--- src/hw/lpmc_defines.svh ---
// Register map, field positions, reset values and timing of the controller
`ifndef LPMC_DEFINES_SVH
`define LPMC_DEFINES_SVH

// Register byte offsets
`define LPMC_OFF_STBY      8'h00
`define LPMC_OFF_MSTPA     8'h04
`define LPMC_OFF_MSTPB     8'h08
`define LPMC_OFF_MSTPC     8'h0c
`define LPMC_OFF_OPC       8'h10
`define LPMC_OFF_CLKDIV    8'h14
`define LPMC_OFF_STATUS    8'h18

// Field positions
`define LPMC_BIT_SSEL      15
`define LPMC_BIT_DEEPEN    31
`define LPMC_BIT_TFLAG     4
`define LPMC_BIT_FRONTEND  16
`define LPMC_BIT_SARADC    17
`define LPMC_BIT_SDAD0     25
`define LPMC_BIT_SDAD1     26
`define LPMC_BIT_CAN       0
`define LPMC_BIT_XSERIAL   4

// Operating power control mode codes
`define LPMC_OPC_HIGH      3'h0
`define LPMC_OPC_MIDDLE    3'h2

// Reset values
`define LPMC_RST_STBY      16'h0000
`define LPMC_RST_MSTP      32'hffff_ffff
`define LPMC_RST_MSTPC     32'h7fff_ffff
`define LPMC_RST_CLKDIV    20'h0_0000

// Timing
`define LPMC_CLK_PERIOD_NS 50
`define LPMC_OPC_SETTLE_NS 1000
`define LPMC_OSC_WAKE_NS   2000

// Bus responses
`define LPMC_RESP_OKAY     2'h0
`define LPMC_RESP_SLVERR   2'h2

`endif

--- src/hw/lpmc_pkg.sv ---
// Types shared by the low-power mode controller
package lpmc_pkg;

	// Low-power sequencing states
	typedef enum logic [2:0] {
		ST_RUN,
		ST_SLEEP,
		ST_DEEP,
		ST_STBY,
		ST_WAKE
	} lpmc_state_type;

	// Number of independently divided clock enables
	localparam int LPMC_NUM_DIV = 5;

endpackage

--- src/hw/lpmc_top.sv ---
// Low-power mode controller with AXI4-Lite register slave
// How it works
// - Wait with standby select 0 enters sleep or deep sleep; with 1, standby.
// - Deep-sleep enable bit in third stop register picks deep sleep.
// - Mode field codes: 000 high speed, 010 middle speed; others refused.
// - Transition flag reads 1 while a mode change runs, 0 when done.
// - Sleep and standby are left on interrupt or reset.
// - Wake by interrupt resumes the CPU into interrupt processing.
// - Stopped units keep their register state and resume from it.
// - Units follow their own stop bits in sleep and deep sleep; standby stops them all.
// - RAM runs in sleep, stops with contents retained in standby.
// - Independent watchdog and its oscillator stay enabled in all modes.
// - Voltage detector, low-power timer and power-on reset stay enabled.
// - Timers run in sleep; timers, DMA, transfer, flash stop in standby.
// - Each peripheral stops on its own module stop bit.
// - Stop A bits 16,17,25,26: front end, converter, two sigma-deltas.
// - Stop B bit 0 stops CAN, bit 4 the extra serial unit.
// - Five clocks get independent division ratios.
// - Chosen power mode applies in run, sleep and deep sleep.
//
// Register access over AXI4-Lite and the register addresses were decided locally.
`timescale 1ns/10ps
`include "lpmc_defines.svh"

module lpmc_top
	import lpmc_pkg::*;
#(
	parameter int DIV_W = 4
)
(
	// Clock and reset
	input  wire logic                    clk_sys,
	input  wire logic                    reset_n,
	// AXI4-Lite write
	input  wire logic [7:0]              s_axi_awaddr,
	input  wire logic                    s_axi_awvalid,
	output logic                         s_axi_awready,
	input  wire logic [31:0]             s_axi_wdata,
	input  wire logic [3:0]              s_axi_wstrb,
	input  wire logic                    s_axi_wvalid,
	output logic                         s_axi_wready,
	output logic [1:0]                   s_axi_bresp,
	output logic                         s_axi_bvalid,
	input  wire logic                    s_axi_bready,
	// AXI4-Lite read
	input  wire logic [7:0]              s_axi_araddr,
	input  wire logic                    s_axi_arvalid,
	output logic                         s_axi_arready,
	output logic [31:0]                  s_axi_rdata,
	output logic [1:0]                   s_axi_rresp,
	output logic                         s_axi_rvalid,
	input  wire logic                    s_axi_rready,
	// CPU and interrupt side
	input  wire logic                    waitExec,
	input  wire logic                    wakeIrq,
	output logic                         resumeIrq,
	output logic                         cpuClkEn,
	// Gating outputs
	output logic                         ramClkEn,
	output logic                         busMasterStop,
	output logic                         flashStop,
	output logic                         timerStop,
	output logic [31:0]                  moduleStopA,
	output logic [31:0]                  moduleStopB,
	output logic [31:0]                  moduleStopC,
	output logic [4:0]                   oscEn,
	output logic                         alwaysOnEn,
	output logic [2:0]                   powerMode,
	output logic [LPMC_NUM_DIV-1:0]      clkEnPulse
);
	////////////////////////////////////////////////////////////////////////
	// Derived timing, rounded up to whole cycles
	localparam logic [15:0] OPC_CYC = 16'((`LPMC_OPC_SETTLE_NS
		+ `LPMC_CLK_PERIOD_NS - 1) / `LPMC_CLK_PERIOD_NS);
	localparam logic [15:0] OSC_CYC = 16'((`LPMC_OSC_WAKE_NS
		+ `LPMC_CLK_PERIOD_NS - 1) / `LPMC_CLK_PERIOD_NS);
	localparam int OPC_BOUND = OPC_CYC + 1;
	localparam int OSC_BOUND = OSC_CYC + 1;
	localparam int DIVF = LPMC_NUM_DIV * DIV_W;
	// Divider fields must fit one register word
	if (DIV_W < 1 || DIVF > 32)
	begin : g_bad_div
		$error("DIV_W out of range");
	end
	////////////////////////////////////////////////////////////////////////
	// Whole state of the block
	typedef struct packed {
		lpmc_state_type                   st;
		logic [15:0]                      cnt;
		logic [15:0]                      stbyCtl;
		logic [31:0]                      stopA;
		logic [31:0]                      stopB;
		logic [31:0]                      stopC;
		logic [2:0]                       opcMode;
		logic [2:0]                       opcTarget;
		logic                             tFlag;
		logic [15:0]                      opcCnt;
		logic [DIVF-1:0]                  divRatio;
		logic [LPMC_NUM_DIV-1:0][DIV_W-1:0] divCnt;
		logic [LPMC_NUM_DIV-1:0]          divPulse;
		logic                             awHeld;
		logic [7:0]                       awAddr;
		logic                             wHeld;
		logic [31:0]                      wData;
		logic [3:0]                       wStrb;
		logic                             awReady;
		logic                             wReady;
		logic                             bValid;
		logic [1:0]                       bResp;
		logic                             arReady;
		logic                             rValid;
		logic [31:0]                      rData;
		logic [1:0]                       rResp;
		logic                             resume;
		logic                             cpuEn;
		logic                             ramEn;
		logic                             bmStop;
		logic                             flStop;
		logic                             tmStop;
		logic [31:0]                      mA;
		logic [31:0]                      mB;
		logic [31:0]                      mC;
		logic [4:0]                       osc;
		logic                             aon;
	} lpmc_regs_type;
	lpmc_regs_type r;
	lpmc_regs_type next_r;
	// Byte-lane merge of a write into a register word
	function automatic logic [31:0] merge(input logic [31:0] old,
		input logic [31:0] dat, input logic [3:0] stb);
		logic [31:0] res;
		for (int i = 0; i < 4; i++)
			res[i*8 +: 8] = stb[i] ? dat[i*8 +: 8] : old[i*8 +: 8];
		return res;
	endfunction
	// Read mux; unmapped addresses answer an error
	function automatic logic [32:0] readReg(input lpmc_regs_type q,
		input logic [7:0] a);
		unique case (a)
			`LPMC_OFF_STBY:   readReg = {1'b1, 16'h0000, q.stbyCtl};
			`LPMC_OFF_MSTPA:  readReg = {1'b1, q.stopA};
			`LPMC_OFF_MSTPB:  readReg = {1'b1, q.stopB};
			`LPMC_OFF_MSTPC:  readReg = {1'b1, q.stopC};
			`LPMC_OFF_OPC:    readReg = {1'b1, 24'h00_0000, 3'h0, q.tFlag,
				1'b0, q.opcMode};
			`LPMC_OFF_CLKDIV: readReg = {1'b1, 32'(q.divRatio)};
			`LPMC_OFF_STATUS: readReg = {1'b1, 29'h0000_0000, q.st};
			default:          readReg = {1'b0, 32'h0000_0000};
		endcase
	endfunction
	////////////////////////////////////////////////////////////////////////
	// Next-state logic
	always_comb
	begin
		logic [32:0] rd;
		logic [31:0] wv;
		logic        doWr;
		logic        stby;
		rd = 33'h0_0000_0000;
		wv = 32'h0000_0000;
		doWr = 1'b0;
		stby = 1'b0;
		next_r = r;
		next_r.resume = 1'b0;
		// Write channels are taken in either order and held
		if (s_axi_awvalid && r.awReady)
		begin
			next_r.awHeld = 1'b1;
			next_r.awAddr = s_axi_awaddr;
		end
		if (s_axi_wvalid && r.wReady)
		begin
			next_r.wHeld = 1'b1;
			next_r.wData = s_axi_wdata;
			next_r.wStrb = s_axi_wstrb;
		end
		if (r.bValid && s_axi_bready)
			next_r.bValid = 1'b0;
		if (r.awHeld && r.wHeld && !r.bValid)
		begin
			doWr = 1'b1;
			next_r.awHeld = 1'b0;
			next_r.wHeld = 1'b0;
			next_r.bValid = 1'b1;
			rd = readReg(r, r.awAddr);
			next_r.bResp = rd[32] ? `LPMC_RESP_OKAY : `LPMC_RESP_SLVERR;
			wv = merge(rd[31:0], r.wData, r.wStrb);
		end
		// registers keep their values; writes steer gating, dividers and power mode
		if (doWr)
		begin
			unique case (r.awAddr)
				`LPMC_OFF_STBY:   next_r.stbyCtl = wv[15:0];
				`LPMC_OFF_MSTPA:  next_r.stopA = wv;
				`LPMC_OFF_MSTPB:  next_r.stopB = wv;
				`LPMC_OFF_MSTPC:  next_r.stopC = wv;
				`LPMC_OFF_CLKDIV: next_r.divRatio = wv[DIVF-1:0];
				`LPMC_OFF_OPC:
				begin
					if ((wv[2:0] == `LPMC_OPC_HIGH ||
						wv[2:0] == `LPMC_OPC_MIDDLE) &&
						wv[2:0] != r.opcMode && !r.tFlag)
					begin
						next_r.opcTarget = wv[2:0];
						next_r.tFlag = 1'b1;
						next_r.opcCnt = OPC_CYC;
					end
				end
				default: ;
			endcase
		end
		// settle count, then the new mode takes effect
		if (r.tFlag)
		begin
			next_r.opcCnt = r.opcCnt - 16'h0001;
			if (r.opcCnt == 16'h0001)
			begin
				next_r.tFlag = 1'b0;
				next_r.opcMode = r.opcTarget;
			end
		end
		// Read channel: one read at a time
		if (s_axi_arvalid && r.arReady)
		begin
			rd = readReg(r, s_axi_araddr);
			next_r.rValid = 1'b1;
			next_r.rData = rd[31:0];
			next_r.rResp = rd[32] ? `LPMC_RESP_OKAY : `LPMC_RESP_SLVERR;
		end
		else if (r.rValid && s_axi_rready)
			next_r.rValid = 1'b0;
		next_r.arReady = !next_r.rValid && !(s_axi_arvalid && r.arReady);
		next_r.awReady = !next_r.awHeld && !next_r.bValid;
		next_r.wReady = !next_r.wHeld && !next_r.bValid;
		// Sequencer
		unique case (r.st)
			ST_RUN:
			begin
				if (waitExec)
				begin
					if (r.stbyCtl[`LPMC_BIT_SSEL])
						next_r.st = ST_STBY;
					else if (r.stopC[`LPMC_BIT_DEEPEN])
						next_r.st = ST_DEEP;
					else
						next_r.st = ST_SLEEP;
				end
			end
			ST_SLEEP, ST_DEEP:
			begin
				if (wakeIrq)
				begin
					next_r.st = ST_RUN;
					next_r.resume = 1'b1;
				end
			end
			ST_STBY:
			begin
				// restart oscillators, wait for them to settle
				if (wakeIrq)
				begin
					next_r.st = ST_WAKE;
					next_r.cnt = OSC_CYC;
				end
			end
			ST_WAKE:
			begin
				next_r.cnt = r.cnt - 16'h0001;
				if (r.cnt == 16'h0001)
				begin
					next_r.st = ST_RUN;
					next_r.resume = 1'b1;
				end
			end
		endcase
		// independent dividers, ratio field plus one
		for (int i = 0; i < LPMC_NUM_DIV; i++)
		begin
			next_r.divPulse[i] = 1'b0;
			if (r.divCnt[i] >= r.divRatio[i*DIV_W +: DIV_W])
			begin
				next_r.divCnt[i] = '0;
				next_r.divPulse[i] = 1'b1;
			end
			else
				next_r.divCnt[i] = r.divCnt[i] + DIV_W'(1);
		end
		// Gating outputs follow the coming state
		stby = (next_r.st == ST_STBY) || (next_r.st == ST_WAKE);
		next_r.cpuEn = (next_r.st == ST_RUN);
		// RAM runs in sleep, held in standby
		next_r.ramEn = !stby;
		// DMA and transfer controllers stop in standby
		next_r.bmStop = stby;
		next_r.flStop = stby;
		next_r.tmStop = stby;
		// own stop bits, all forced in standby
		next_r.mA = next_r.stopA | {32{stby}};
		next_r.mB = next_r.stopB | {32{stby}};
		next_r.mC = next_r.stopC | {32{stby}};
		// oscillators off only while in standby proper
		next_r.osc = (next_r.st == ST_STBY) ? 5'h00 : 5'h1f;
		// watchdog and its oscillator gated only while reset is held
		next_r.aon = 1'b1;
	end
	////////////////////////////////////////////////////////////////////////
	// State register
	always_ff @(posedge clk_sys)
	begin
		if (!reset_n)
		begin
			r <= '0;
			r.st <= ST_RUN;
			r.stbyCtl <= `LPMC_RST_STBY;
			r.stopA <= `LPMC_RST_MSTP;
			r.stopB <= `LPMC_RST_MSTP;
			r.stopC <= `LPMC_RST_MSTPC;
			r.opcMode <= `LPMC_OPC_HIGH;
			r.divRatio <= DIVF'(`LPMC_RST_CLKDIV);
			r.cpuEn <= 1'b1;
			r.ramEn <= 1'b1;
			r.mA <= `LPMC_RST_MSTP;
			r.mB <= `LPMC_RST_MSTP;
			r.mC <= `LPMC_RST_MSTPC;
			r.osc <= 5'h1f;
		end
		else
			r <= next_r;
	end
	////////////////////////////////////////////////////////////////////////
	// Outputs, all straight from the state register
	assign s_axi_awready = r.awReady;
	assign s_axi_wready  = r.wReady;
	assign s_axi_bvalid  = r.bValid;
	assign s_axi_bresp   = r.bResp;
	assign s_axi_arready = r.arReady;
	assign s_axi_rvalid  = r.rValid;
	assign s_axi_rdata   = r.rData;
	assign s_axi_rresp   = r.rResp;
	assign resumeIrq     = r.resume;
	assign cpuClkEn      = r.cpuEn;
	assign ramClkEn      = r.ramEn;
	assign busMasterStop = r.bmStop;
	assign flashStop     = r.flStop;
	assign timerStop     = r.tmStop;
	assign moduleStopA   = r.mA;
	assign moduleStopB   = r.mB;
	assign moduleStopC   = r.mC;
	assign oscEn         = r.osc;
	// detector, timer and reset circuits share the always-on enable
	assign alwaysOnEn    = r.aon;
	// mode applies whatever the sleep state
	assign powerMode     = r.opcMode;
	assign clkEnPulse    = r.divPulse;
endmodule // lpmc_top

--- config.mk ---
export PLATFORM = sky130hd
export DESIGN_NAME = lpmc_top
export DESIGN_NICKNAME = d
export VERILOG_FILES = /design/src/hw/lpmc_pkg.sv /design/src/hw/lpmc_top.sv
export VERILOG_INCLUDE_DIRS = /design/src /design/src/hw
export SDC_FILE = /design/constraint.sdc
export NUM_CORES = 1
export LEC_CHECK = 0
export BUFFER_PORTS_ARGS = -buffer_cell sky130_fd_sc_hd__buf_2
export CAP_MARGIN = 40
export CORE_MARGIN = 3
export CORE_UTILIZATION = 30
export DETAILED_ROUTE_END_ITERATION = 10
export PLACE_DENSITY = 0.47
export SYNTH_ARGS = -nofsm -noshare
export SYNTH_HDL_FRONTEND = slang
export SYNTH_SLANG_ARGS = --single-unit
--- constraint.sdc ---
create_clock -name clk_sys -period 8.5 [get_ports clk_sys]
set_clock_uncertainty 0.05 [all_clocks]
set_input_delay 0.425 -clock clk_sys [delete_from_list [all_inputs] [get_ports clk_sys]]
set_output_delay 0.425 -clock clk_sys [all_outputs]
set_load 0.05 [all_outputs]
After elaboration in Yosys (flattened, before gate mapping)

Cells that the tools add are included.

Bits in registers: 392
Bits of input ports: 61
Output and inout bits: 157
Logic and storage cells: 169

Add/subtract/negate cells: 7
Order comparisons: 5
Equal/unequal tests: 23
Muxes and demuxes: 48
Bitwise logic cells: 4
Reductions and logical operators: 43

Operators with widths:

| cell                    | number |
|---|---|
| $pmux W33 S7            | 2 |
| $mux W32                | 4 |
| $mux W96                | 1 |
| $or A32 B32 Y32         | 3 |
| $mux W37                | 2 |
| $mux W33                | 2 |
| $mux W17                | 3 |
| $eq A8 B5 Y1 const B    | 6 |
| $eq A16 B1 Y1 const B   | 2 |
| $eq A8 B4 Y1 const B    | 4 |
| $mux W8                 | 4 |
| $pmux W16 S2            | 1 |
| $sub A16 B1 Y16 const B | 2 |
| $add A4 B1 Y4 const B   | 5 |
| $ge A4 B4 Y1            | 5 |
| $mux W20                | 1 |
| $mux W19                | 1 |
| $eq A8 B3 Y1 const B    | 2 |
| $logic_not A8 Y1        | 2 |
| $mux W1                 | 15 |
| $eq A3 B2 Y1 const B    | 4 |
| $logic_and A1 B1 Y1     | 12 |
| $mux W3                 | 4 |
| $pmux W3 S4             | 1 |
| 16 further kinds        | 42 |

Depth between registers and ports, before layout

Depth in word-level cells: 14
Depth in mapped cells: 10
Depth with buffers taken out: 8

Least setup slack after synthesis

Ideal clock, no wire load.

Path kind: reg-to-reg
Start: register r[383] (netlist bit)
End: register r (netlist bit moduleStopA[1])
Setup time: 0.060 ns
Data arrival time: 2.633 ns
Required time: 8.390 ns
Setup slack: 5.756 ns
Cell stages (with the launch flop): 10
Path buffers: 2
Period minus slack after synthesis: 2.744 ns
Cell sequence: dfxtp_1 or4_4 or4_4 nor4_4 o211a_4 mux2_4 and2_2 buf_6 buf_6 nand2_1

Longest elaborated chain between the ends: 6
Elaborated cells between the ends (all ways): 7
Those cells by class: eq/ne: 3; mux: 2; bitwise: 1; reduce/logical: 1

RTL lines:

| element                                             | line            | RTL |
|---|---|---|
| start: declaration                                  | lpmc_top.sv:126 | `lpmc_regs_type r;` |
| start signal: assignment                            | lpmc_top.sv:328 | `r <= next_r;` |
| $eq A16 B1 Y1 *                                     | lpmc_top.sv:269 | `if (r.cnt == 16'h0001)` |
| $mux W3 *                                           | lpmc_top.sv:269 |  |
| $pmux W3 S4 *                                       | lpmc_top.sv:236 | `unique case (r.st)` |
| $eq A3 B2 Y1 / $eq A3 B3 Y1 (equally long branches) | lpmc_top.sv:289 | `stby = (next_r.st == ST_STBY) \|\| (next_r.st == ST_WAKE);` |
| $logic_or A1 B1 Y1 *                                | lpmc_top.sv:289 |  |
| $or A32 B32 Y32 *                                   | lpmc_top.sv:298 | `next_r.mA = next_r.stopA \| {32{stby}};` |

Mark *: on every way between the ends. The rest lies on a longest branch, timed or not.
A chain may end at the register's enable or synchronous reset.

Worst setup path after layout

Start: register r[190] (netlist bit)
End: register r (netlist bit moduleStopA[28])

Longest elaborated chain between the ends: 8
Elaborated cells between the ends (all ways): 14
Those cells by class: eq/ne: 6; mux: 6; bitwise: 1; reduce/logical: 1

RTL lines:

| element                              | line            | RTL |
|---|---|---|
| $eq A8 B5 Y1 (tied with other cells) | lpmc_top.sv:139 | `unique case (a)` |
| $pmux W33 S7                         | lpmc_top.sv:139 |  |
| $mux W33                             | lpmc_top.sv:179 | `if (r.awHeld && r.wHeld && !r.bValid)` |
| $mux W8                              | lpmc_top.sv:133 | `res[i*8 +: 8] = stb[i] ? dat[i*8 +: 8] : old[i*8 +: 8];` |
| $mux W32                             | lpmc_top.sv:179 |  |
| $mux W32 *                           | lpmc_top.sv:192 | `unique case (r.awAddr)` |
| $mux W96 *                           | lpmc_top.sv:190 | `if (doWr)` |
| $or A32 B32 Y32 *                    | lpmc_top.sv:298 |  |

Mark *: on every way between the ends. The rest lies on a longest branch, timed or not. The select of a mux whose other input is x is not followed.

==> flow_summary.yaml <==
run_status:
  outcome: "finished, final reports clean"
layout:
  drive_gt1_frac: 0.174
  nNetsFinal: 2058
  area_growth_pct: 13.3
  stdcell_area_um2: 19300
min_path:
  holdCritStartpoint: "s_axi_wdata[16]"
  holdPathStages: 3
  whs_endpoint: "r[169]"
  hold_path_class: "in2reg"
cts:
  root_buffer: "clkbuf_16"
  cts_buffers: 44
  cts_max_path_buffers: 3
  cts_resized: 0
  postCtsSetupBuffers: 0
  clock-sinks: 386
  worstSkewPairLatency_ns: 0.56
  clk_pin_slew_ns: 0.06
  cts_tree: "yes"
  h-tree-depth: 2
  hold_buffers: 0
die:
  die_x_um: 244
  initial_core_util: 0.306
  coreArea_um2: 55600
  die_y_um: 244
  top_level_ports: 218
  dieArea_um2: 59700
  rows: 86
drt:
  routed_wl_um: 53200
  ant_nets: 0
  routedWlPerCell_um: 19.4
  drc: 0
  dr.pass1.iters: 6
  viasPerCell: 4.99
  vias: 13700
  drtIter0Drc: 1086
flow_run:
  maxCapViolCount: 0
sta:
  max_slew.worst_pin.slew_ns: 0.948
  setup_violations: 0
  hold_viol_final: 0
  drv_slew: 0
  whs_ns: 0.0695
  rsz0062_at_grt: "no"
  slew-limit-headroom: 0.368
  fmax_mhz: 245
  finalCritPeriodShare: 0.480
  period_needed_ns: 4.08
  tns_ns: 0
global_route:
  grt_max_degree: 194
  grt_usage: 0.172
  grt_antenna_before_repair: 1
  grt.overflow.total: 0
  grt_pass1_vias: 13300
  grt_pass1_wl_um: 80500
setup_path:
  critPathMaxFanout: 41
  r2r_setup_slack_ns: 4.42
  cp_slowest_cell: "or3_2"
  worstSetupPathType: "reg2reg"
  r2r-start: "r[190]"
  crit_chain: "buf_4 > nor4_2 > buf_4 > nand3_1 > or3_2 > buf_4 > mux2i_1 > nand3_1"
  crit_path_max_incr_delay_ns: 1.04
  critical_path.endpoint_type: "flip-flop"
  crit_arrival_ns: 4.43
  cp_data_required_time_ns: 8.85
  path_delay_family: "simple AND/OR/NAND/NOR gates"
  worstRegToRegCells: 8
  r2r_end: "moduleStopA[28]"
  path_buf_inv: 3
  crit_path_start: "r[190]"
  worstSetupStartpointType: "flip-flop"
  cp_common_cell: "buf_4"
placed_design:
  hpwl_um: 36400
  dpl_cell_area_um2: 17800
  portBuffers: 215
  place.gp.congestion: 0.815
synth:
  synth_edf_count: 0
  ys_async_sr_fraction: 0
  synth_ff_type: "dfxtp_1"
  ys_types: 65
  synth.avg_cell_area_um2: 8.72
  synthesis.instances: 1954
  yosysSeqAreaShare: 0.454
  syn_area_um2: 17000
  yosysWarnings: 0
  synth_seq_cells: 386
pwr:
  p_leak_nw: 7.00
  power_density_nw_per_um2: 210
  p_total_mw: 4.05
  max-vdd-ir-drop_v: 0.000116
[cell type report]
type,instances,area [um2]
Fill cell,5770,36300
Sequential cell,386,7730
Multi-Input combinational cell,1243,7540
Timing Repair Buffer,245,1400
Clock buffer,67,1360
Tap cell,748,936
Inverter,48,180
Clock inverter,9,150
Antenna cell,1,2.50
[flip-flops by register name (all words and copies together), names as in the netlist, 3 cells and up]
signal       flops
r              237
moduleStopA     32
moduleStopB     32
moduleStopC     32
s_axi_rdata     32
clkEnPulse       5
powerMode        3
[per-layer routing]
layer,vias to the layer above,share of wire,track usage
met5,-,0,0
met1,6536,0.46,0.234
met2,450,0.46,0.280
li1,6627,-,-
met4,0,0.028,0.0578
met3,93,0.058,0.0274
[cells by family (layout without fill, tap and decap cells)]
kind of cell / count (synthesis) / after routing / share of synthesized area
AND/OR/NAND/NOR: 715 / 715 / 0.197
flip-flops: 386 / 386 / 0.454
AO/OA/AOI/OAI: 379 / 379 / 0.152
buffers and inverters: 326 / 369 / 0.107
multiplexers: 104 / 104 / 0.0621
adder cells (fa/ha/maj): 29 / 29 / 0.0213
XOR/XNOR: 14 / 14 / 0.00720
other: 1 / 3 / 0.000220
[synthesized netlist by cell type, types with 4 or more instances]
| cell type | count | area share |
|---|---|---|
| inv_1 | 48 | 0.011 |
| clkbuf_1 | 113 | 0.025 |
| or2_2 | 6 | 0.0022 |
| xor2_1 | 7 | 0.0036 |
| nor2_1 | 91 | 0.020 |
| a21o_1 | 11 | 0.0048 |
| buf_2 | 9 | 0.0026 |
| nand3_1 | 75 | 0.022 |
| nor3_1 | 17 | 0.0050 |
| o311ai_0 | 5 | 0.0026 |
| nand4_1 | 29 | 0.011 |
| o21ai_0 | 62 | 0.018 |
| o211a_1 | 4 | 0.0024 |
| dfxtp_1 | 386 | 0.45 |
| mux2_2 | 9 | 0.0060 |
| o221ai_1 | 12 | 0.0062 |
| or3_1 | 12 | 0.0044 |
| o31ai_1 | 6 | 0.0026 |
| nand3b_1 | 8 | 0.0035 |
| o22ai_1 | 4 | 0.0015 |
| a21oi_1 | 104 | 0.031 |
| nand2_1 | 336 | 0.074 |
| a21boi_0 | 59 | 0.026 |
| a32oi_1 | 26 | 0.013 |
| o211ai_1 | 5 | 0.0022 |
| a222oi_1 | 27 | 0.016 |
| a31oi_1 | 7 | 0.0026 |
| mux2i_1 | 94 | 0.055 |
| and2_1 | 56 | 0.021 |
| xnor2_1 | 7 | 0.0036 |
| buf_6 | 4 | 0.0026 |
| nor4_1 | 5 | 0.0018 |
| a221o_1 | 4 | 0.0024 |
| a22oi_1 | 26 | 0.011 |
| or4_1 | 4 | 0.0018 |
| ha_1 | 29 | 0.021 |
| nor2b_1 | 40 | 0.015 |
| buf_4 | 148 | 0.065 |
| buf_1 | 4 | 0.00088 |
| and3_1 | 8 | 0.0029 |
| nand2b_1 | 13 | 0.0048 |
[placed cells by master, fill, tap and decap left out, types with 48 or more instances in the layout]
cell type	Yosys	final
a21oi_1	104	104
o21ai_0	62	62
dfxtp_1	386	385
a21boi_0	59	59
nand3_1	75	75
and2_1	56	55
mux2i_1	94	94
nor2_1	91	87
nand2_1	336	336
inv_1	48	48
buf_2	9	216
[worst reg2reg max path: stages (launching register included)]
cell and delay (ns):
dfxtp_1 0.29, buf_4 0.24, nor4_2 0.30, buf_4 0.48, nand3_1 0.74, or3_2 1.05, buf_4 0.40, mux2i_1 0.27
nand3_1 0.10
[through the flow]
step	instances	setup WS, ns	utilization
final	2747	4.42	0.347
after global routing	2746	4.16	0.347
after CTS	2746	4.36	0.347
after detailed placement	2670	4.39	0.320
after global placement	2660	4.53	0.317
after floorplan	1955	5.76	-
[worst max-delay path by stage]
stage	end	slack [ns]	cells past startpoint
4_1_cts	moduleStopA[0]	4.36	8
6_report	moduleStopA[28]	4.42	8
3_5_place_dp	moduleStopA[0]	4.39	8
3_3_place_gp	moduleStopA[30]	4.53	8
2_1_floorplan	moduleStopA[1]	5.76	9
5_1_grt	moduleStopA[26]	4.16	8
[power by group]
group / leakage, nW / total (mW) / switching (mW) / internal [mW]
registers: 3.13 / 1.84 / 0.0177 / 1.83
clock network: 0.739 / 1.98 / 0.759 / 1.22
logic: 3.14 / 0.233 / 0.163 / 0.0697
Power figures use the tool's default switching activity.
